File: src/verilog/fba_params.svh
/*
  Constants for the flag, branch and address-mode block: instruction
  field positions, register offsets, condition bit positions and resets.
  Assumes inclusion by bare name from the package and design files.
*/
`ifndef FBA_PARAMS_SVH
`define FBA_PARAMS_SVH

`define FBA_ADDR_W 15
`define FBA_CLS_HI 31
`define FBA_CLS_LO 29
`define FBA_SUB_HI 28
`define FBA_SUB_LO 26
`define FBA_INV_BIT 25
`define FBA_FSEL_HI 24
`define FBA_FSEL_LO 21
`define FBA_IND_BIT 20
`define FBA_IMM_BIT 19
`define FBA_HALF_BIT 18
`define FBA_XSEL_HI 17
`define FBA_XSEL_LO 15
`define FBA_ADR_HI 14

`define FBA_OFS_FLAGS 8'h00
`define FBA_OFS_STATUS 8'h04
`define FBA_OFS_CTRL 8'h08
`define FBA_OFS_LASTEA 8'h0C

`define FBA_CTRL_RESUME 0
`define FBA_CTRL_CLRERR 1

`define FBA_F_ONE 0
`define FBA_F_ZERO 1
`define FBA_F_POS 2
`define FBA_F_NEG 3
`define FBA_F_OVF 4
`define FBA_F_CARRY 5
`define FBA_F_BUSY 6
`define FBA_F_INTEN 7

`define FBA_FLAGS_RST 16'h0001

`endif

File: src/verilog/fba_pkg.sv
/*
  Types for the flag, branch and address-mode block.
  Assumes the constants header is on the include path.
*/
`include "fba_params.svh"

package fba_pkg;

  typedef enum logic [2:0] {
    FBA_CLS_FLAG,
    FBA_CLS_XJUMP,
    FBA_CLS_OP16,
    FBA_CLS_STORE16,
    FBA_CLS_OP32,
    FBA_CLS_INDEX,
    FBA_CLS_RSV6,
    FBA_CLS_RSV7
  } fba_class_t;

  typedef enum logic [2:0] {
    halt_then_branch,
    remote_execute,
    cond_call,
    call_clear_flag,
    cond_branch,
    branch_clear_flag,
    branch_raise_flag,
    branch_toggle_flag
  } fba_flag_op_t;

  typedef enum logic [1:0] {
    FBA_MOD_NONE,
    FBA_MOD_CLEAR,
    FBA_MOD_SET,
    FBA_MOD_TOGGLE
  } fba_mod_t;

  typedef enum logic [2:0] {
    FBA_S_IDLE,
    FBA_S_ADDR,
    FBA_S_IND,
    FBA_S_OPND,
    FBA_S_EXEC,
    FBA_S_HALT
  } fba_state_t;

endpackage

File: src/verilog/fba_core.sv
/*
  Flag-test transfers, index-count jumps and effective address forming
  with indirect, indexed, halfword and immediate modifiers, plus an APB
  register slave. Assumes core memory answers a held mem_req with a one
  cycle mem_ack, and the index file answers idx_rsel combinationally.
*/
`timescale 1ns/100ps
`include "fba_params.svh"

// Summary of operation
// - Sixteen-bit condition register holds testable flags
// - Software may write condition bits directly
// - Arithmetic completion updates zero, positive, negative
// - Four-bit selector picks one of sixteen conditions
// - Inverted option tests the complemented condition
// - Halt, then branch when condition holds
// - Execute remote instruction when condition holds
// - Call subroutine on condition; variant clears flag
// - Branches conditional; variants clear, set, toggle
// - Flag modification happens whatever the test gives
// - Index jump counts then branches on signs
// - Instruction is 32 bits: operation and address
// - Indirect fetch replaces address, repeatable levels
// - Indexing adds index register to address field
// - Index class never applies indexing
// - Halfword selector picks left or right half
// - Halfword selector leaves addressing untouched
// - Immediate operand comes from effective address
// - Immediate only for 16-bit non-store, no halfword
// - Overflow accumulates; other arithmetic flags refresh
module fba_core (
  input wire logic pclk,
  input wire logic presetn,
  input wire logic psel,
  input wire logic penable,
  input wire logic pwrite,
  input wire logic [7:0] paddr,
  input wire logic [31:0] pwdata,
  output logic [31:0] prdata,
  output logic pready,
  output logic pslverr,
  input wire logic instr_valid,
  input wire logic [31:0] instr_word,
  input wire logic [14:0] instr_pc,
  output logic instr_ready,
  output logic mem_req,
  output logic [14:0] mem_addr,
  input wire logic mem_ack,
  input wire logic [31:0] mem_rdata,
  output logic [2:0] idx_rsel,
  input wire logic [15:0] idx_rdata,
  output logic idx_we,
  output logic [2:0] idx_wsel,
  output logic [15:0] idx_wdata,
  input wire logic arith_done,
  input wire logic acc_zero,
  input wire logic acc_pos,
  input wire logic acc_neg,
  input wire logic arith_ovf,
  input wire logic arith_carry,
  input wire logic chan_busy,
  input wire logic int_mode,
  output logic xfer_pulse,
  output logic [14:0] xfer_addr,
  output logic link_pulse,
  output logic [14:0] link_addr,
  output logic exec_pulse,
  output logic [14:0] exec_addr,
  output logic halted,
  output logic operand_valid,
  output logic [31:0] operand_data,
  output logic store_req,
  output logic [14:0] eff_addr,
  output logic illegal,
  output logic [15:0] flags
);
  import fba_pkg::*;

  function automatic logic is_indexable(input fba_class_t c);
    return (c != FBA_CLS_INDEX) && (c != FBA_CLS_XJUMP);
  endfunction

  function automatic logic needs_fetch(input fba_class_t c,
                                       input logic imm);
    return ((c == FBA_CLS_OP16) || (c == FBA_CLS_INDEX)) ? !imm :
           (c == FBA_CLS_OP32);
  endfunction

  function automatic logic reg_hit(input logic [7:0] a);
    return (a == `FBA_OFS_FLAGS) || (a == `FBA_OFS_STATUS) ||
           (a == `FBA_OFS_CTRL) || (a == `FBA_OFS_LASTEA);
  endfunction

  fba_state_t state_q;
  logic [31:0] ir_q;
  logic [14:0] pc_q;
  logic [14:0] addr_q;
  logic ind_q;
  logic [2:0] xsel_q;
  logic [14:0] ea_q;
  logic halted_q;
  logic illegal_q;
  logic mem_req_q;
  logic [14:0] mem_addr_q;
  logic [31:0] operand_q;
  logic operand_valid_q;
  logic store_req_q;
  logic xfer_q;
  logic [14:0] xfer_addr_q;
  logic link_q;
  logic [14:0] link_addr_q;
  logic exec_q;
  logic [14:0] exec_addr_q;
  logic idx_we_q;
  logic [2:0] idx_wsel_q;
  logic [15:0] idx_wdata_q;
  logic [31:0] prdata_q;
  logic perr_q;

  fba_class_t cls;
  fba_flag_op_t fop;
  logic [3:0] fsel;
  logic [2:0] tgt;
  logic imm;
  logic half;
  logic cond;
  logic bad_mode;
  logic [14:0] ea;
  logic [3:0] cnt;
  logic [15:0] xnew;
  logic xjump_take;
  logic apb_setup;
  logic apb_wr;
  logic sw_we;
  logic resume;
  logic clr_err;
  logic mod_en;
  fba_mod_t mod_op;

  assign cls = fba_class_t'(ir_q[`FBA_CLS_HI:`FBA_CLS_LO]);
  assign fop = fba_flag_op_t'(ir_q[`FBA_SUB_HI:`FBA_SUB_LO]);
  assign fsel = ir_q[`FBA_FSEL_HI:`FBA_FSEL_LO];
  assign tgt = ir_q[`FBA_XSEL_HI:`FBA_XSEL_LO];
  assign imm = ir_q[`FBA_IMM_BIT];
  assign half = ir_q[`FBA_HALF_BIT];
  assign cnt = fsel;

  // flags_q is the pre-update value, so any modify this cycle is unseen
  assign cond = flags[fsel] ^ ir_q[`FBA_INV_BIT];

  // immediate is a 16-bit, non-store operand with no halfword selector
  assign bad_mode = imm && (half || !((cls == FBA_CLS_OP16) ||
                    (cls == FBA_CLS_INDEX)));

  // the halfword bit is not consulted on the address path at all
  assign ea = addr_q + ((xsel_q != 3'h0 && is_indexable(cls)) ?
              idx_rdata[14:0] : 15'h0000);

  // counting and index-class instructions read their own target register
  assign idx_rsel = is_indexable(cls) ? xsel_q : tgt;

  // branch while the count has not carried the index past zero
  assign xnew = idx_rdata + {{12{cnt[3]}}, cnt};
  assign xjump_take = cnt[3] != xnew[15];

  always_comb begin
    mod_en = 1'b0;
    mod_op = FBA_MOD_NONE;
    if (state_q == FBA_S_EXEC && cls == FBA_CLS_FLAG) begin
      case (fop)
        call_clear_flag,
        branch_clear_flag: begin
          mod_en = 1'b1;
          mod_op = FBA_MOD_CLEAR;
        end
        branch_raise_flag: begin
          mod_en = 1'b1;
          mod_op = FBA_MOD_SET;
        end
        branch_toggle_flag: begin
          mod_en = 1'b1;
          mod_op = FBA_MOD_TOGGLE;
        end
        default: mod_en = 1'b0;
      endcase
    end
  end

  assign apb_setup = psel && !penable;
  assign apb_wr = psel && penable && pwrite;
  assign sw_we = apb_wr && paddr == `FBA_OFS_FLAGS;
  assign resume = apb_wr && paddr == `FBA_OFS_CTRL &&
                  pwdata[`FBA_CTRL_RESUME];
  assign clr_err = apb_wr && paddr == `FBA_OFS_CTRL &&
                   pwdata[`FBA_CTRL_CLRERR];

  fba_cond_reg u_cond (
    .pclk(pclk),
    .presetn(presetn),
    .arith_done(arith_done),
    .acc_zero(acc_zero),
    .acc_pos(acc_pos),
    .acc_neg(acc_neg),
    .arith_ovf(arith_ovf),
    .arith_carry(arith_carry),
    .chan_busy(chan_busy),
    .int_mode(int_mode),
    .sw_we(sw_we),
    .sw_wdata(pwdata[15:0]),
    .mod_en(mod_en),
    .mod_sel(fsel),
    .mod_op(mod_op),
    .flags(flags)
  );

  // sequencer: accept, form address, chase indirection, fetch, execute
  always_ff @(posedge pclk or negedge presetn) begin
    if (!presetn) begin
      state_q <= FBA_S_IDLE;
      ir_q <= 32'h00000000;
      pc_q <= 15'h0000;
      addr_q <= 15'h0000;
      ind_q <= 1'b0;
      xsel_q <= 3'h0;
      ea_q <= 15'h0000;
      halted_q <= 1'b0;
      mem_req_q <= 1'b0;
      mem_addr_q <= 15'h0000;
      operand_q <= 32'h00000000;
    end else begin
      case (state_q)
        FBA_S_IDLE: begin
          if (instr_valid) begin
            ir_q <= instr_word;
            pc_q <= instr_pc;
            addr_q <= instr_word[`FBA_ADR_HI:0];
            ind_q <= instr_word[`FBA_IND_BIT];
            xsel_q <= instr_word[`FBA_XSEL_HI:`FBA_XSEL_LO];
            state_q <= FBA_S_ADDR;
          end
        end
        FBA_S_ADDR: begin
          ea_q <= ea;
          if (bad_mode) begin
            state_q <= FBA_S_IDLE;
          end else if (ind_q) begin
            mem_req_q <= 1'b1;
            mem_addr_q <= ea;
            state_q <= FBA_S_IND;
          end else if (needs_fetch(cls, imm)) begin
            mem_req_q <= 1'b1;
            mem_addr_q <= ea;
            state_q <= FBA_S_OPND;
          end else begin
            operand_q <= {17'h00000, ea};
            state_q <= FBA_S_EXEC;
          end
        end
        FBA_S_IND: begin
          if (mem_ack) begin
            // fetched word supplies the next level's address modifiers
            mem_req_q <= 1'b0;
            addr_q <= mem_rdata[`FBA_ADR_HI:0];
            ind_q <= mem_rdata[`FBA_IND_BIT];
            xsel_q <= mem_rdata[`FBA_XSEL_HI:`FBA_XSEL_LO];
            state_q <= FBA_S_ADDR;
          end
        end
        FBA_S_OPND: begin
          if (mem_ack) begin
            mem_req_q <= 1'b0;
            if (cls == FBA_CLS_OP32) begin
              operand_q <= mem_rdata;
            end else if (half) begin
              operand_q <= {16'h0000, mem_rdata[15:0]};
            end else begin
              operand_q <= {16'h0000, mem_rdata[31:16]};
            end
            state_q <= FBA_S_EXEC;
          end
        end
        FBA_S_EXEC: begin
          if (cls == FBA_CLS_FLAG && fop == halt_then_branch && cond) begin
            halted_q <= 1'b1;
            state_q <= FBA_S_HALT;
          end else begin
            state_q <= FBA_S_IDLE;
          end
        end
        FBA_S_HALT: begin
          if (resume) begin
            halted_q <= 1'b0;
            state_q <= FBA_S_IDLE;
          end
        end
        default: state_q <= FBA_S_IDLE;
      endcase
    end
  end

  // one-cycle transfer, call, execute, operand and index-write strobes
  always_ff @(posedge pclk or negedge presetn) begin
    if (!presetn) begin
      xfer_q <= 1'b0;
      xfer_addr_q <= 15'h0000;
      link_q <= 1'b0;
      link_addr_q <= 15'h0000;
      exec_q <= 1'b0;
      exec_addr_q <= 15'h0000;
      operand_valid_q <= 1'b0;
      store_req_q <= 1'b0;
      idx_we_q <= 1'b0;
      idx_wsel_q <= 3'h0;
      idx_wdata_q <= 16'h0000;
    end else begin
      xfer_q <= 1'b0;
      link_q <= 1'b0;
      exec_q <= 1'b0;
      operand_valid_q <= 1'b0;
      store_req_q <= 1'b0;
      idx_we_q <= 1'b0;
      if (state_q == FBA_S_HALT && resume) begin
        xfer_q <= 1'b1;
        xfer_addr_q <= ea_q;
      end else if (state_q == FBA_S_EXEC) begin
        case (cls)
          FBA_CLS_FLAG: begin
            if (cond && fop == remote_execute) begin
              exec_q <= 1'b1;
              exec_addr_q <= ea_q;
            end else if (cond && (fop == cond_call ||
                         fop == call_clear_flag)) begin
              link_q <= 1'b1;
              link_addr_q <= 15'(pc_q + 15'h0001);
              xfer_q <= 1'b1;
              xfer_addr_q <= ea_q;
            end else if (cond && fop != halt_then_branch) begin
              xfer_q <= 1'b1;
              xfer_addr_q <= ea_q;
            end
          end
          FBA_CLS_XJUMP: begin
            idx_we_q <= 1'b1;
            idx_wsel_q <= tgt;
            idx_wdata_q <= xnew;
            xfer_q <= xjump_take;
            xfer_addr_q <= ea_q;
          end
          FBA_CLS_INDEX: begin
            idx_we_q <= 1'b1;
            idx_wsel_q <= tgt;
            idx_wdata_q <= operand_q[15:0];
          end
          FBA_CLS_STORE16: store_req_q <= 1'b1;
          FBA_CLS_OP16,
          FBA_CLS_OP32: operand_valid_q <= 1'b1;
          default: operand_valid_q <= 1'b0;
        endcase
      end
    end
  end

  // sticky modifier error; a new fault beats a clear in the same cycle
  always_ff @(posedge pclk or negedge presetn) begin
    if (!presetn) begin
      illegal_q <= 1'b0;
    end else if (state_q == FBA_S_ADDR && bad_mode) begin
      illegal_q <= 1'b1;
    end else if (clr_err) begin
      illegal_q <= 1'b0;
    end
  end

  // read data captured in the setup phase, so every access is zero-wait
  always_ff @(posedge pclk or negedge presetn) begin
    if (!presetn) begin
      prdata_q <= 32'h00000000;
      perr_q <= 1'b0;
    end else if (apb_setup) begin
      perr_q <= !reg_hit(paddr);
      case (paddr)
        `FBA_OFS_FLAGS: prdata_q <= {16'h0000, flags};
        `FBA_OFS_STATUS: prdata_q <= {30'h00000000, illegal_q, halted_q};
        `FBA_OFS_LASTEA: prdata_q <= {17'h00000, ea_q};
        default: prdata_q <= 32'h00000000;
      endcase
    end
  end

  assign prdata = prdata_q;
  assign pready = 1'b1;
  assign pslverr = psel && penable && perr_q;

  assign instr_ready = state_q == FBA_S_IDLE;
  assign mem_req = mem_req_q;
  assign mem_addr = mem_addr_q;
  assign idx_we = idx_we_q;
  assign idx_wsel = idx_wsel_q;
  assign idx_wdata = idx_wdata_q;
  assign xfer_pulse = xfer_q;
  assign xfer_addr = xfer_addr_q;
  assign link_pulse = link_q;
  assign link_addr = link_addr_q;
  assign exec_pulse = exec_q;
  assign exec_addr = exec_addr_q;
  assign halted = halted_q;
  assign operand_valid = operand_valid_q;
  assign operand_data = operand_q;
  assign store_req = store_req_q;
  assign eff_addr = ea_q;
  assign illegal = illegal_q;

endmodule

File: src/verilog/fba_cond_reg.sv
/*
  Sixteen-bit condition register with automatic arithmetic update,
  software write and single-bit set, clear or toggle.
  Assumes all inputs synchronous to pclk; the update pulses are one cycle.
*/
`timescale 1ns/100ps
`include "fba_params.svh"

module fba_cond_reg (
  input wire logic pclk,
  input wire logic presetn,
  input wire logic arith_done,
  input wire logic acc_zero,
  input wire logic acc_pos,
  input wire logic acc_neg,
  input wire logic arith_ovf,
  input wire logic arith_carry,
  input wire logic chan_busy,
  input wire logic int_mode,
  input wire logic sw_we,
  input wire logic [15:0] sw_wdata,
  input wire logic mod_en,
  input wire logic [3:0] mod_sel,
  input wire fba_pkg::fba_mod_t mod_op,
  output logic [15:0] flags
);
  import fba_pkg::*;

  logic [15:0] flags_q;
  logic [15:0] flags_d;

  always_comb begin
    flags_d = flags_q;
    if (sw_we) begin
      flags_d = sw_wdata;
    end
    if (mod_en) begin
      case (mod_op)
        FBA_MOD_CLEAR: flags_d[mod_sel] = 1'b0;
        FBA_MOD_SET: flags_d[mod_sel] = 1'b1;
        FBA_MOD_TOGGLE: flags_d[mod_sel] = ~flags_q[mod_sel];
        default: flags_d = flags_d;
      endcase
    end
    if (arith_done) begin
      flags_d[`FBA_F_ZERO] = acc_zero;
      flags_d[`FBA_F_POS] = acc_pos;
      flags_d[`FBA_F_NEG] = acc_neg;
      flags_d[`FBA_F_CARRY] = arith_carry;
      // overflow only ever sets here; a clear in the same cycle loses
      if (arith_ovf) begin
        flags_d[`FBA_F_OVF] = 1'b1;
      end
    end
    // status-driven bits follow their sources, software cannot hold them
    flags_d[`FBA_F_ONE] = 1'b1;
    flags_d[`FBA_F_BUSY] = chan_busy;
    flags_d[`FBA_F_INTEN] = int_mode;
  end

  always_ff @(posedge pclk or negedge presetn) begin
    if (!presetn) begin
      flags_q <= `FBA_FLAGS_RST;
    end else begin
      flags_q <= flags_d;
    end
  end

  assign flags = flags_q;

endmodule

File: config.mk
export PLATFORM = sky130hd
export DESIGN_NAME = fba_core
export DESIGN_NICKNAME = d
export VERILOG_FILES = /design/src/verilog/fba_pkg.sv /design/src/verilog/fba_core.sv /design/src/verilog/fba_cond_reg.sv
export VERILOG_INCLUDE_DIRS = /design/src /design/src/verilog
export SDC_FILE = /design/constraint.sdc
export NUM_CORES = 1
export LEC_CHECK = 0
export CORE_ASPECT_RATIO = 0.8
export CORE_MARGIN = 2
export CORE_UTILIZATION = 28
export CTS_BUF_LIST = sky130_fd_sc_hd__clkbuf_16
export DETAILED_ROUTE_END_ITERATION = 8
export DONT_BUFFER_PORTS = 1
export PLACE_DENSITY_LB_ADDON = 0.08
export REMOVE_ABC_BUFFERS = 1
export SYNTH_ARGS = -nofsm -noshare
export SYNTH_HDL_FRONTEND = slang
export SYNTH_SLANG_ARGS = --single-unit
File: constraint.sdc
create_clock -name pclk -period 3.9 [get_ports pclk]
set_input_delay 0.39 -clock pclk [delete_from_list [all_inputs] [get_ports pclk]]
set_output_delay 0.39 -clock pclk [all_outputs]
set_load 0.02 [all_outputs]
==> results_dict.tcl <==
set metrics [dict create \
    cp_slowest_cell "a2111oi_0" \
    violations "negative hold slack" \
    viasPerCell 4.980 \
    status "finished with violations" \
    die_h_um 187.1 \
    first_pass_iters 5 \
    p_per_area_nw_per_um2 901.4 \
    ys_seq_elements 220 \
    swShare_pct 45.81 \
    rsz0062_at_grt "false" \
    antenna_cells 0 \
    critPathMaxFanout 8 \
    initial_core_util_pct 28.22 \
    cts_hold_buf 56 \
    hold_slack_ns -0.4662 \
    synth_top_family_by_area "simple AND/OR/NAND/NOR gates" \
    grt_max_degree 221 \
    multiInputGateArea_sq_um 5873 \
    first_iter_violations 555 \
    grt_usage_pct 19.13 \
    gp_congestion 0.8070 \
    io_buffer_count 0 \
    synthCells 1151 \
    clk-insertion-delay-late_ns 0.56 \
    finalClockSkew_ns 0.01553 \
    yosys.area_share.simple_pct 14.78 \
    grt.overflow.total 0 \
    min_period_ns 3.507 \
    cp.arrival_ns 3.95 \
    cts_tree "yes" \
    synth.avg_cell_area_sq_um 10.20 \
    critPathMaxStageDelay_ns 0.43 \
    seq_area_frac_synth_pct 46.91 \
    drv_slew 0 \
    async_reset_ff_share_pct 100.0 \
    drcViolationCount 0 \
    p_sw_mw 5.694 \
    synth_common_cells "dfrtp_1 (220), nand2_1 (170), o21ai_0 (101), mux2_2 (89), nor2_1 (49)" \
    layout.nets 1391 \
    cts_sinks 220 \
    timing_worst_setup_path_type "reg2reg" \
    io_pins 339 \
    hold_path.class "in2async" \
    slew_headroom_pct 19.32 \
    wl_per_cell_um 23.66 \
    setup_viol 0 \
    start_kind "flop" \
    cts_root_buffer "clkbuf_16" \
    dp_cells 1676 \
    synth-main-ff-cell "dfrtp_1" \
    finalCritPeriodShare_pct 89.93 \
    finalNonFillerCells 1780 \
    cts_made_buffers 27 \
    synthMuxAreaShare_pct 14.70 \
    end_kind "flop" \
    worst_pin_slew_ns 1.209 \
    area.growth.synth_to_final_pct 17.52 \
    die_area_sq_um 43580 \
    p_leak_nw 6.166 \
    clk_pin_slew_ns 0.06 \
    max_freq_mhz 285.1 \
    synthAdderAreaFrac_pct 3.625 \
    seqCellArea_sq_um 5505 \
    dp_hpwl_mm 30.93 \
    row_count 67 \
    antenna_found_initial 2 \
    place_area_sq_um 12380 \
    p_clk_share_pct 19.9 \
    totalWireLength_mm 42.12 \
    seq_power_share_pct 38.2 \
    utilization_pct 33.17 \
    yosysTopAreaCell "dfrtp_1" \
    path_cells "nor3_2 -> nor2_1 -> buf_4 -> and2_1 -> ha_1 -> a21oi_1 -> o21ai_0 -> and2_1 -> a2111oi_0 -> nor4bb_1 -> buf_4 -> mux2_2" \
    ir_drop_mv 0.3854 \
    hold_viol_final 220 \
    syn_area_sq_um 11740 \
    drive_above_1_share_pct 15.47 \
    cts_max_level 1 \
    synth_edf_count 0 \
    yosysMostFrequentCell "dfrtp_1" \
    tns_ns 0 \
    synth_area_leaders "dfrtp_1 (47%), mux2_2 (8.5%), nand2_1 (5.4%)" \
    stdcell_area_sq_um 13790 \
    p_int_mw 6.737 \
    routed-via-count 8864 \
    die_w_um 232.9 \
    critical_path_required_ns 4.34 \
    synth-compound-area-share_pct 13.32 \
    synth.distinct_cells 78 \
    maxCapViolations 0 \
    synth_xor_area_share_pct 2.804 \
    r2r_setup_slack_ns 0.39 \
    core_sq_um 41580 \
    ys_warn_count 0 \
    grt_first_pass_wirelength_mm 62.22 \
    final_antenna_net_count 0 \
    clock_path_buffers 3 \
    fill_cells 4311 \
    comb_power_share_pct 41.9 \
    synth_top_area_share_pct 46.91 \
    grt_pass1_vias 8901 \
]
[logic make-up after synthesis]
kind of cell,after synthesis
AND/OR/NAND/NOR,368
AO/OA/AOI/OAI,250
flip-flops,220
multiplexers,150
buffers and inverters,93
XOR/XNOR,35
adder cells (fa/ha/maj),33
other,2
[metrics by stage]
step                      hold WS [ns]  power (mW)  setup slack (ns)
after floorplan                0.09441       7.851           -0.3794
after global placement          0.1066       9.977            0.3648
after detailed placement        0.1034       10.02            0.2701
after CTS                      -0.5064       12.64            0.2436
after global routing           -0.4976       13.37            0.1080
final                          -0.4662       12.43            0.3926
[layer usage]
layer | wire length (um) | part of all wire [%] | vias up | GRT usage (%)
met5 | 7 | 0.017 | - | 0
met4 | 588 | 1.4 | 2 | 3.185
met3 | 3751 | 8.9 | 42 | 6.280
met2 | 18030 | 43 | 279 | 28.49
met1 | 19750 | 47 | 4328 | 27.28
li1 | - | - | 4213 | -
[power groups by stage]
stage | registers [mW] | logic, mW | clock network (mW)
3_3_place_gp | 4.83 | 5.15 | 0
3_5_place_dp | 4.83 | 5.20 | 0
2_1_floorplan | 4.37 | 3.48 | 0
4_1_cts | 4.80 | 5.26 | 2.57
6_report | 4.75 | 5.21 | 2.47
5_1_grt | 4.90 | 5.80 | 2.66
[path summary, 6_finish.rpt]
| kind | startpoint | end | cells after the start |
|---|---|---|---|
| max | xsel_q[0] | eff_addr[14] | 12 |
| min | presetn | xfer_addr[12] | 0 |
| max reg2reg | xsel_q[0] | eff_addr[14] | 12 |
| min reg2reg | addr_q[13] | addr_q[13] | 2 |
| max in group asynchronous | presetn | link_addr[2] | 0 |
| min in group pclk | mem_ack | state_q[0] | 3 |
[final cells by class]
| cell class | count | share of cell area (%) |
|---|---|---|
| Multi-Input combinational cell | 854 | 42.59 |
| Sequential cell | 220 | 39.92 |
| Timing Repair Buffer | 90 | 5.915 |
| Tap cell | 552 | 5.008 |
| Clock buffer | 27 | 4.899 |
| Inverter | 16 | 0.4355 |
| Clock inverter | 21 | 1.234 |
[layout by cell type, fill, tap and decap left out, types with 4 or more instances in the layout]
cell type,synthesis,routed
inv_1,15,21
nand2_1,170,170
and2_1,17,16
buf_4,19,34
a31oi_1,7,7
nor2_1,49,48
xor2_1,11,11
a211oi_1,5,5
mux2i_1,46,46
o211ai_1,4,4
a21o_1,10,10
nand2b_1,9,9
or3_1,12,12
dlygate4sd3_1,0,56
ha_1,30,30
o31ai_1,16,16
dfrtp_1,220,220
and3_1,12,12
nor2b_1,11,11
mux2_2,89,89
mux2_4,10,10
nor3_1,11,9
o21a_1,9,9
nand3_1,47,47
conb_1,2,18
nand4b_1,4,4
clkbuf_16,0,27
xnor2_1,22,22
o22ai_1,4,4
a21oi_1,42,42
o21ai_0,101,101
o21bai_1,4,4
nand4_1,5,5
a22oi_1,14,14
clkinv_1,0,7
[flip-flops by register name, indices dropped and copies added, names as in the netlist, 16 cells and up]
name          count
operand_data     32
idx_wdata        16
ir_q             16
prdata           16
[critical path: cells and delay by family (launching register included)]
family | cells | cell delay (ns)
adder cells (fa/ha/maj) | 1 | 0.36
flip-flops | 1 | 0.41
multiplexers | 1 | 0.25
AO/OA/AOI/OAI | 3 | 0.96
AND/OR/NAND/NOR | 5 | 1.02
buffers and inverters | 2 | 0.38
[what timing repair did]
action / CTS / global route
endpoints found under the hold margin: 276 / 220
gates resized for setup: 0 / 1
endpoints found under the setup margin: 0 / 2
setup buffers: 0 / 0
(Power assumes the default switching activity.)
